[src/rtl/ifgc_map.svh]
// register map, field positions, reset values and timing counts
// assumes a 100 MHz aclk on both ends
`ifndef IFGC_MAP_SVH
`define IFGC_MAP_SVH

`define CLK_MHZ 100
// device register addresses on the link
`define ADDR_POWER 8'h01
`define ADDR_CAL 8'h02
`define ADDR_STAGE1 8'h0b
`define ADDR_STAGE2 8'h0c
`define POWER_ALL 3'b110
`define CAL_BIT 0
`define DISABLE_BIT 6
`define STAGE2_RESET 8'h80
`define STAGE1_RESET 8'h01
`define STAGE2_MAX 5'h0c
// times in microseconds
`define POWERUP_US 500
`define CAL_RUN_US 1300
`define SETTLE_US 1500
`define POWERUP_CYC (`POWERUP_US * `CLK_MHZ)
`define CAL_RUN_CYC (`CAL_RUN_US * `CLK_MHZ)
`define SETTLE_CYC (`SETTLE_US * `CLK_MHZ)
// controller AXI4-Lite register byte offsets
`define OFS_CMD 8'h00
`define OFS_DATA 8'h04
`define OFS_STATUS 8'h08
`define OFS_READ 8'h0c
`define STAT_BUSY 0
`define STAT_CALIB 1
`define STAT_READY 2
`define STAT_ERR 3
`endif

[src/rtl/ifgc_pkg.sv]
// types shared by both ends of the gain and calibration link
// assumes ifgc_map.svh for the numbers
package ifgc_pkg;
	typedef logic [7:0] addr_type;
	typedef logic [7:0] data_type;
	typedef enum logic [1:0] {
		cal_idle = 2'b00,
		cal_run = 2'b01,
		cal_done = 2'b10
	} cal_state_type;
	typedef enum logic [1:0] {
		host_idle = 2'b00,
		host_wait = 2'b01,
		host_read = 2'b10
	} host_state_type;
endpackage

[src/rtl/ifgc_link_if.sv]
// register link between the host controller and the receiver control
// one clock, write strobe with address and data, combinational read
`timescale 1ns/1ps
interface ifgc_link_if;
	logic wr_en;
	logic [7:0] addr;
	logic [7:0] wdata;
	logic [7:0] rdata;
	logic cal_busy;
	modport host (output wr_en, output addr, output wdata,
		input rdata, input cal_busy);
	modport device (input wr_en, input addr, input wdata,
		output rdata, output cal_busy);
endinterface

[src/rtl/ifgc_host.sv]
// host controller: AXI4-Lite slave that drives the receiver link
// one clock; assumes the device end of ifgc_link_if
//
// The AXI4-Lite interface to the registers was chosen for this implementation.
`timescale 1ns/1ps
`include "ifgc_map.svh"
module ifgc_host #(
	parameter int unsigned POWERUP_CYCLES = `POWERUP_CYC,
	parameter int unsigned SETTLE_CYCLES = `SETTLE_CYC
) (
	input wire logic aclk,
	input wire logic aresetn,
	input wire logic [7:0] s_awaddr,
	input wire logic s_awvalid,
	output logic s_awready,
	input wire logic [31:0] s_wdata,
	input wire logic [3:0] s_wstrb,
	input wire logic s_wvalid,
	output logic s_wready,
	output logic [1:0] s_bresp,
	output logic s_bvalid,
	input wire logic s_bready,
	input wire logic [7:0] s_araddr,
	input wire logic s_arvalid,
	output logic s_arready,
	output logic [31:0] s_rdata,
	output logic [1:0] s_rresp,
	output logic s_rvalid,
	input wire logic s_rready,
	ifgc_link_if.host link
);
	import ifgc_pkg::*;

	logic aw_q, aw_d, w_q, w_d, b_q, b_d, r_q, r_d;
	logic [7:0] awa_q, awa_d;
	logic [31:0] wd_q, wd_d, rd_q, rd_d;
	logic [1:0] br_q, br_d, rr_q, rr_d;
	logic [7:0] laddr_q, laddr_d, ldata_q, ldata_d;
	logic lwr_q, lwr_d, err_q, err_d, calib_q, calib_d;
	logic [31:0] pw_q, pw_d, st_q, st_d;
	logic busy_q, busy_d;
	// set once power-all is written, so calibration waits for power-up
	logic pok_q, pok_d;
	logic go;

	assign s_awready = !aw_q && !b_q;
	assign s_wready = !w_q && !b_q;
	assign s_arready = !r_q;
	assign go = aw_q && w_q && !b_q;

	always_comb begin
		aw_d = aw_q;
		w_d = w_q;
		b_d = b_q;
		r_d = r_q;
		awa_d = awa_q;
		wd_d = wd_q;
		rd_d = rd_q;
		br_d = br_q;
		rr_d = rr_q;
		laddr_d = laddr_q;
		ldata_d = ldata_q;
		lwr_d = 1'b0;
		err_d = err_q;
		calib_d = calib_q;
		pw_d = (pw_q != 0) ? pw_q - 32'd1 : pw_q;
		st_d = (st_q != 0) ? st_q - 32'd1 : st_q;
		busy_d = link.cal_busy;
		pok_d = pok_q;
		if (s_awvalid && s_awready) begin
			aw_d = 1'b1;
			awa_d = s_awaddr;
		end
		if (s_wvalid && s_wready) begin
			w_d = 1'b1;
			wd_d = s_wdata;
		end
		if (go) begin
			aw_d = 1'b0;
			w_d = 1'b0;
			b_d = 1'b1;
			br_d = 2'b00;
			unique case (awa_q)
				`OFS_CMD: begin
					laddr_d = wd_q[15:8];
					ldata_d = wd_q[7:0];
					if (laddr_d == `ADDR_STAGE2 &&
						ldata_d[4:0] > `STAGE2_MAX) begin
						err_d = 1'b1;
						br_d = 2'b10;
					end else if (laddr_d == `ADDR_CAL && ldata_d[`CAL_BIT] &&
						(!pok_q || pw_q != 0 || link.cal_busy)) begin
						err_d = 1'b1;
						br_d = 2'b10;
					end else begin
						lwr_d = 1'b1;
						if (laddr_d == `ADDR_POWER) begin
							pok_d = (ldata_d[2:0] == `POWER_ALL);
						end
						if (laddr_d == `ADDR_POWER &&
							ldata_d[2:0] == `POWER_ALL) begin
							pw_d = POWERUP_CYCLES;
						end
						if (laddr_d == `ADDR_CAL && ldata_d[`CAL_BIT]) begin
							calib_d = 1'b0;
						end
					end
				end
				`OFS_STATUS: begin
					if (wd_q[`STAT_ERR] && s_wstrb[0]) begin
						err_d = 1'b0;
					end
				end
				default: br_d = 2'b10;
			endcase
		end
		if (b_q && s_bready) begin
			b_d = 1'b0;
		end
		// calibration done: start the settling wait
		if (busy_q && !link.cal_busy) begin
			st_d = SETTLE_CYCLES;
			calib_d = 1'b1;
		end
		if (s_arvalid && s_arready) begin
			r_d = 1'b1;
			rr_d = 2'b00;
			unique case (s_araddr)
				`OFS_CMD: rd_d = {16'h0000, laddr_q, ldata_q};
				`OFS_DATA: rd_d = 32'h0;
				`OFS_STATUS: rd_d = {28'h0, err_q,
					calib_q && st_q == 0, calib_q, link.cal_busy};
				`OFS_READ: rd_d = {24'h0, link.rdata};
				default: begin
					rd_d = 32'h0;
					rr_d = 2'b10;
				end
			endcase
		end else if (r_q && s_rready) begin
			r_d = 1'b0;
		end
	end

	always_ff @(posedge aclk) begin
		if (!aresetn) begin
			aw_q <= 1'b0;
			w_q <= 1'b0;
			b_q <= 1'b0;
			r_q <= 1'b0;
			awa_q <= 8'h00;
			wd_q <= 32'h0;
			rd_q <= 32'h0;
			br_q <= 2'b00;
			rr_q <= 2'b00;
			laddr_q <= 8'h00;
			ldata_q <= 8'h00;
			lwr_q <= 1'b0;
			err_q <= 1'b0;
			calib_q <= 1'b0;
			pw_q <= 32'h0;
			st_q <= 32'h0;
			busy_q <= 1'b0;
			pok_q <= 1'b0;
		end else begin
			aw_q <= aw_d;
			w_q <= w_d;
			b_q <= b_d;
			r_q <= r_d;
			awa_q <= awa_d;
			wd_q <= wd_d;
			rd_q <= rd_d;
			br_q <= br_d;
			rr_q <= rr_d;
			laddr_q <= laddr_d;
			ldata_q <= ldata_d;
			lwr_q <= lwr_d;
			err_q <= err_d;
			calib_q <= calib_d;
			pw_q <= pw_d;
			st_q <= st_d;
			busy_q <= busy_d;
			pok_q <= pok_d;
		end
	end

	assign s_bvalid = b_q;
	assign s_bresp = br_q;
	assign s_rvalid = r_q;
	assign s_rdata = rd_q;
	assign s_rresp = rr_q;
	// read address follows the last command address for OFS_READ
	assign link.wr_en = lwr_q;
	assign link.addr = laddr_q;
	assign link.wdata = ldata_q;
endmodule

[src/flat_wrapper.sv]
// flat-port wrapper written by rule: the top's interface ports become plain ports
module ifgc_host_flat import ifgc_pkg::*;
#(
	parameter int unsigned POWERUP_CYCLES = `POWERUP_CYC,
	parameter int unsigned SETTLE_CYCLES = `SETTLE_CYC
)
  (aclk, aresetn, s_awaddr, s_awvalid, s_awready, s_wdata, s_wstrb, s_wvalid, s_wready, s_bresp, s_bvalid, s_bready, s_araddr, s_arvalid, s_arready, s_rdata, s_rresp, s_rvalid, s_rready, link_wr_en, link_addr, link_wdata, link_rdata, link_cal_busy);
  ifgc_link_if link_i ();
  input wire logic aclk;
  input wire logic aresetn;
  input wire logic [7:0] s_awaddr;
  input wire logic s_awvalid;
  output logic s_awready;
  input wire logic [31:0] s_wdata;
  input wire logic [3:0] s_wstrb;
  input wire logic s_wvalid;
  output logic s_wready;
  output logic [1:0] s_bresp;
  output logic s_bvalid;
  input wire logic s_bready;
  input wire logic [7:0] s_araddr;
  input wire logic s_arvalid;
  output logic s_arready;
  output logic [31:0] s_rdata;
  output logic [1:0] s_rresp;
  output logic s_rvalid;
  input wire logic s_rready;
  output wire logic [$bits(link_i.wr_en)-1:0] link_wr_en;
  output wire logic [$bits(link_i.addr)-1:0] link_addr;
  output wire logic [$bits(link_i.wdata)-1:0] link_wdata;
  input wire logic [$bits(link_i.rdata)-1:0] link_rdata;
  input wire logic [$bits(link_i.cal_busy)-1:0] link_cal_busy;
  assign link_wr_en = link_i.wr_en;
  assign link_addr = link_i.addr;
  assign link_wdata = link_i.wdata;
  assign link_i.rdata = link_rdata;
  assign link_i.cal_busy = link_cal_busy;
  ifgc_host #(.POWERUP_CYCLES(POWERUP_CYCLES), .SETTLE_CYCLES(SETTLE_CYCLES)) u_core (.aclk(aclk), .aresetn(aresetn), .s_awaddr(s_awaddr), .s_awvalid(s_awvalid), .s_awready(s_awready), .s_wdata(s_wdata), .s_wstrb(s_wstrb), .s_wvalid(s_wvalid), .s_wready(s_wready), .s_bresp(s_bresp), .s_bvalid(s_bvalid), .s_bready(s_bready), .s_araddr(s_araddr), .s_arvalid(s_arvalid), .s_arready(s_arready), .s_rdata(s_rdata), .s_rresp(s_rresp), .s_rvalid(s_rvalid), .s_rready(s_rready), .link(link_i));
endmodule
[config.mk]
export PLATFORM = sky130hd
export DESIGN_NAME = ifgc_host_flat
export DESIGN_NICKNAME = d
export VERILOG_FILES = /design/src/rtl/ifgc_pkg.sv /design/src/rtl/ifgc_link_if.sv /design/src/rtl/ifgc_host.sv /design/src/flat_wrapper.sv
export VERILOG_INCLUDE_DIRS = /design/src /design/src/rtl
export SDC_FILE = /design/constraint.sdc
export NUM_CORES = 1
export LEC_CHECK = 0
export CORE_ASPECT_RATIO = 1.1
export CORE_UTILIZATION = 35
export CTS_CLUSTER_DIAMETER = 150
export DETAILED_ROUTE_END_ITERATION = 10
export DONT_BUFFER_PORTS = 1
export SYNTH_ARGS = -nofsm -noshare
export SYNTH_HDL_FRONTEND = slang
export SYNTH_SLANG_ARGS = --single-unit
[constraint.sdc]
create_clock -name aclk -period 3.8 [get_ports aclk]
set_input_delay 0.38 -clock aclk [delete_from_list [all_inputs] [get_ports aclk]]
set_output_delay 0.38 -clock aclk [all_outputs]
set_load 0.05 [all_outputs]
Word-level counts from Yosys, hierarchy flattened
Index checks and enable logic that the tools add are counted.

storage, ports and cells
  bits in registers = 149
  latch bits = 0
  bits in writable memories = 0
  ROM bits = 0
  input bits = 68
  output and inout port bits = 58
  logic and storage cells = 109
  memories kept = 0

operators by class
  add/subtract/negate cells = 2
  $mul = 0
  div/mod/pow operators = 0
  order comparisons = 1
  eq/ne operators = 12
  shifts and indexed selects = 0
  muxes and demuxes = 26
  bitwise operators = 5
  reductions and logical operators = 44

operator list
  cell                   count
  $mux 32                6
  $reduce_bool 32->1     2
  $sub 32x1->32 const B  2
  $pmux 16 s3            1
  $mux 18                2
  $eq 8x4->1 const B     4
  $logic_not 32->1       1
  $logic_and 1x1->1      16
  $logic_not 8->1        2
  $mux 1                 12
  $reduce_bool 2->1      6
  $reduce_and 5->1       2
  $eq 8x1->1 const B     1
  $eq 8x2->1 const B     1
  $eq 8x3->1 const B     1
  $reduce_or 4->1        2
  $logic_not 1->1        6
  $mux 2                 3
  $reduce_or 2->1        3
  $gt 5x4->1 const B     1
  $not 1->1              5
  $ne 2x2->1 const B     2
  $pmux 2 s2             1
  $reduce_and 4->1       1
  other kinds (6)        7

Depth between registers and ports, before layout
  word-level depth = 9
  depth in mapped cells = 9
  gate-level depth less buffers = 7

Worst setup path after synthesis
Ideal clock, no wire load.

  path kind = register to register
  start point = register u_core.st_q[0]
  end point = register u_core.st_q[30]
  setup time = 71 ps
  arrival time = 2735 ps
  data required time = 3729 ps
  setup slack = 995 ps
  cell stages (with the launch flop) = 9
  path buffers = 1
  period minus slack after synthesis = 2805 ps
  cell sequence = dfxtp_1 > inv_1 > ha_1 > or3b_2 > clkbuf_1 > or4_4 > or4_4 > or4b_1 > a21oi_1

on the way
  longest elaborated chain between the ends = 1
  elaborated cells between the ends (all ways) = 2
  classes of those cells = 1 x add/sub; 1 x reduce/logical

RTL lines
  item                                                        RTL line          text
  start, declared                                             ifgc_host.sv:40   logic [31:0] pw_q, pw_d, st_q, st_d;
  start signal, assigned                                      ifgc_host.sv:180  st_q <= st_d;
  $sub 32x1->32 / $reduce_bool 32->1 (equally long branches)  ifgc_host.sv:67   st_d = (st_q != 0) ? st_q - 32'd1 : st_q;

Parallel ways exist; a longest one is shown, timed or not.
A chain may end at the register's enable or synchronous reset.

Worst setup path in the final report
Ends and elaborated chain as after synthesis.

==> impl_results.md <==
* Outcome: complete, no violations
* Area delta synth->final at 12.9%
* Final setup fails at 0
* TritonCTS sink count at 131
* Reg2reg setup slack at 0.89 ns
* Worst hold path depth at 1
* GRT Total Usage at 17.0%
* Post-synthesis register bit count at 131
* Post-layout min period at ~2.9 ns
* CP Class: flip-flop to flip-flop
* Clk slew on worst S/H paths at 0.06 ns
* Cells after synthesis at between 700 and 800
* Grt ovf at 0
* DRT Pass-1 Iters at 5
* Total setup buffers inserted after CTS at 0
* GP Congestion at 0.777
* Placement row count at 50
* Fmax at 0.343 GHz
* Post-Syn Area at 0.00607 mm²
* CP required at about 4.2 ns
* Crit start category: flip-flop
* Worst Path Buf+Inv at 1
* Fin Clk Skew at 0.00760 ns
* Drt via density at 5.44
* Initial core utilization at 35.7%
* H-tree depth at 4
* Die area at roughly 0.018 mm²
* PwrDens at 900 mW/mm²
* Diode count at 0
* # resized after CTS at 0
* Slew Limit Fails at 0
* Hold_buf cts at 0
* Gate power share at 41.4%
* Die width at approximately 130 µm
* CP peak stage delay at 0.58 ns
* Layout cells sized above 1 at slightly above 8%
* Final period util at 76.7%
* Cell Chain, Critical Path: inv_1 -> ha_1 -> or3b_2 -> or4_4 -> or4_4 -> or4b_1 -> a21oi_1
* Critical R2R Launch: u_core.st_q[0]
* I/O Pins at 126
* R2R depth at 7
* Clock power share at 26.7%
* Internal Power at about 3700 µW
* Peak supply drop at 0.418 mV
* Register share of total power at 31.9%
* Worst EP arrival at 3.27 ns
* CTS tree: built
* Crit Reg-Reg Endpoint: u_core.st_q[30]
* First-pass GRT wire length at 24000 µm
* Synth unique cells at 57
* Routed WL at 14900 µm
* Largest net degree at the start of global routing at 36
* LEAKAGE at 0.00248 µW
* WHS Endpoint: u_core.s_rvalid
* Slowest stage cell, crit path: or4_4
* Endpoint class of the critical path: flip-flop
* Final hold vios at 0
* Ys async rst share at 0%
* Ys flop type: dfxtp_1
* Largest delay share family, worst path: simple AND/OR/NAND/NOR gates
* Starting DRT DRC Count at 342
* Hold Startpoint: s_rready
* Placeable Area at between 0.015 and 0.02 mm²
* Die height at 140 µm
* Cell repeated most along the worst path: or4_4
* CP Max Fanout at 8
* Worst path depth at 7
* Net Sw Frac at 40.5%
* Avg WL per Cell at 15.2 µm
* Worst Tran Pin Value at around 1.2 ns
* DRC at 0
* Post-route core utilization at 40.3%
* Hold crit path type: input port to flip-flop
* Final Net Count at ~810
* Max_slew headroom at 16.9%
* Avg Inst Size Synth at 8.15 µm²
* Antenna violations before repair at 0
* RSZ-0062 raised after global routing: false
* Setup tns final at 0 ns
* Synth warnings at 0
* Clock latency at the later pin of the worst-skew pair at 0.42 ns
* TritonCTS Buffers at 17
* Clock root buffer: clkbuf_16
* Post-synth EDFFs at 0
* Vias post-DR at 5341
* Final HPWL DP at 10500 µm
* Maximum clock path buffer count at 2
* Port Buffer Count at 0
* Vias in the first global route at 4736
* Share of the yosys chip area belonging to registers at 43.2%
* Max Cap Viol at 0
* Antenna viol nets, final at 0
* P_sw at roughly 2500 µW
-- sequential cells by signal, indices dropped and copies added, names as in the netlist, 8 cells and up --
| register | cells |
|---|---|
| u_core.link.addr | 8 |
| u_core.s_rdata | 16 |
| u_core.awa_q | 8 |
| u_core.wd_q | 16 |
| u_core.pw_q | 32 |
| u_core.link.wdata | 8 |
| u_core.st_q | 32 |
-- cell type report --
cell class	instances	area (µm²)
Clock inverter	4	70.1
Timing Repair Buffer	14	105
Fill cell	1786	10200
Multi-Input combinational cell	565	3210
Inverter	8	30.0
Tap cell	234	293
Clock buffer	25	526
Sequential cell	131	2620
-- through the flow --
| step | std cells | hold slack, ns | instance area [µm²] | total power, µW | setup slack (ns) |
|---|---|---|---|---|---|
| 5_1_grt | 981 | 0.0509 | 6850 | 6630 | 0.742 |
| 3_5_place_dp | 952 | 0.446 | 6260 | 4510 | 0.906 |
| 2_1_floorplan | 762 | 0.431 | 6140 | 3980 | 0.995 |
| 3_3_place_gp | 952 | 0.438 | 6260 | 4470 | 0.945 |
| 4_1_cts | 981 | 0.0500 | 6850 | 6170 | 0.888 |
| 6_report | 981 | 0.0607 | 6850 | 6170 | 0.887 |
-- placed cells by master (no fill, tap or decap), types with 4 or more instances in the layout --
cell type,n
buf_4,14
a22oi_1,16
nor3_1,20
a41o_1,4
dfxtp_1,131
nand4_1,11
mux2i_1,6
o211ai_1,4
a31oi_1,8
inv_1,7
conb_1,18
nand3_1,11
a211oi_1,4
o41ai_1,4
xor2_1,10
nor2_1,67
clkbuf_8,7
or4_1,27
and2_1,4
o21ai_0,18
a21oi_1,80
nand2_1,108
nor4_1,28
o31a_1,12
or2_2,6
clkbuf_16,17
o31ai_1,19
or3_1,21
nand2b_1,12
-- worst max path at each step --
stage,start,endpoint
finish,u_core.st_q[0],u_core.st_q[30]
global route,u_core.st_q[0],u_core.st_q[3]
CTS,u_core.st_q[0],u_core.st_q[30]
detailed placement,u_core.st_q[0],u_core.st_q[30]
global placement,u_core.st_q[0],u_core.st_q[30]
floorplan,u_core.st_q[0],u_core.st_q[30]
-- power by group through the flow --
stage	registers (µW)	clock network (µW)	logic [µW]
5_1_grt	2010	1730	2880
3_5_place_dp	1980	0	2530
6_report	1970	1650	2550
3_3_place_gp	1980	0	2490
2_1_floorplan	1900	0	2080
4_1_cts	1960	1670	2540
-- cell usage after synthesis (3+ instances only) --
cell type / n / area (µm²)
dfxtp_1: 131 / 2620
nand2_1: 108 / 405
a21oi_1: 80 / 400
nor2_1: 67 / 251
clkbuf_1: 33 / 124
nor4_1: 29 / 181
or4_1: 27 / 203
nor3_1: 21 / 105
or3_1: 21 / 131
o31ai_1: 19 / 143
buf_4: 18 / 135
o21ai_0: 18 / 90.1
a22oi_1: 16 / 120
nand2b_1: 12 / 75.1
o31a_1: 12 / 105
nand3_1: 11 / 55.1
nand4_1: 11 / 68.8
xor2_1: 10 / 87.6
a31oi_1: 8 / 50.1
inv_1: 8 / 30.0
mux2i_1: 6 / 60.1
or2_2: 6 / 37.5
buf_1: 5 / 18.8
a211oi_1: 4 / 30.0
a41o_1: 4 / 40.0
and2_1: 4 / 25.0
o211ai_1: 4 / 30.0
o41ai_1: 4 / 35.0
and3_1: 3 / 18.8
nand3b_1: 3 / 22.5
nand4b_1: 3 / 26.3
nor3b_1: 3 / 22.5
o21a_1: 3 / 22.5
-- per-layer routing --
layer	GRT usage, %	vias up	routed length (µm)
met4	7.31	0	316
met2	27.8	137	7000
met3	4.70	31	728
met5	0	-	0
met1	20.8	2477	6860
li1	-	2696	-
-- cell families (layout without fill, tap and decap cells) --
kind of cell / count (synthesis) / after routing / share of synthesized area [%]
xor+xnor: 12 / 12 / 1.73
flops: 131 / 131 / 43.2
mux: 6 / 6 / 0.989
simple gates: 348 / 348 / 29.9
buf+inv: 66 / 51 / 5.23
compound gates: 179 / 179 / 18.5
fa+ha+maj: 2 / 2 / 0.412
other cells: 1 / 18 / 0.0617
Note: power is estimated with default switching activity, not from simulation.
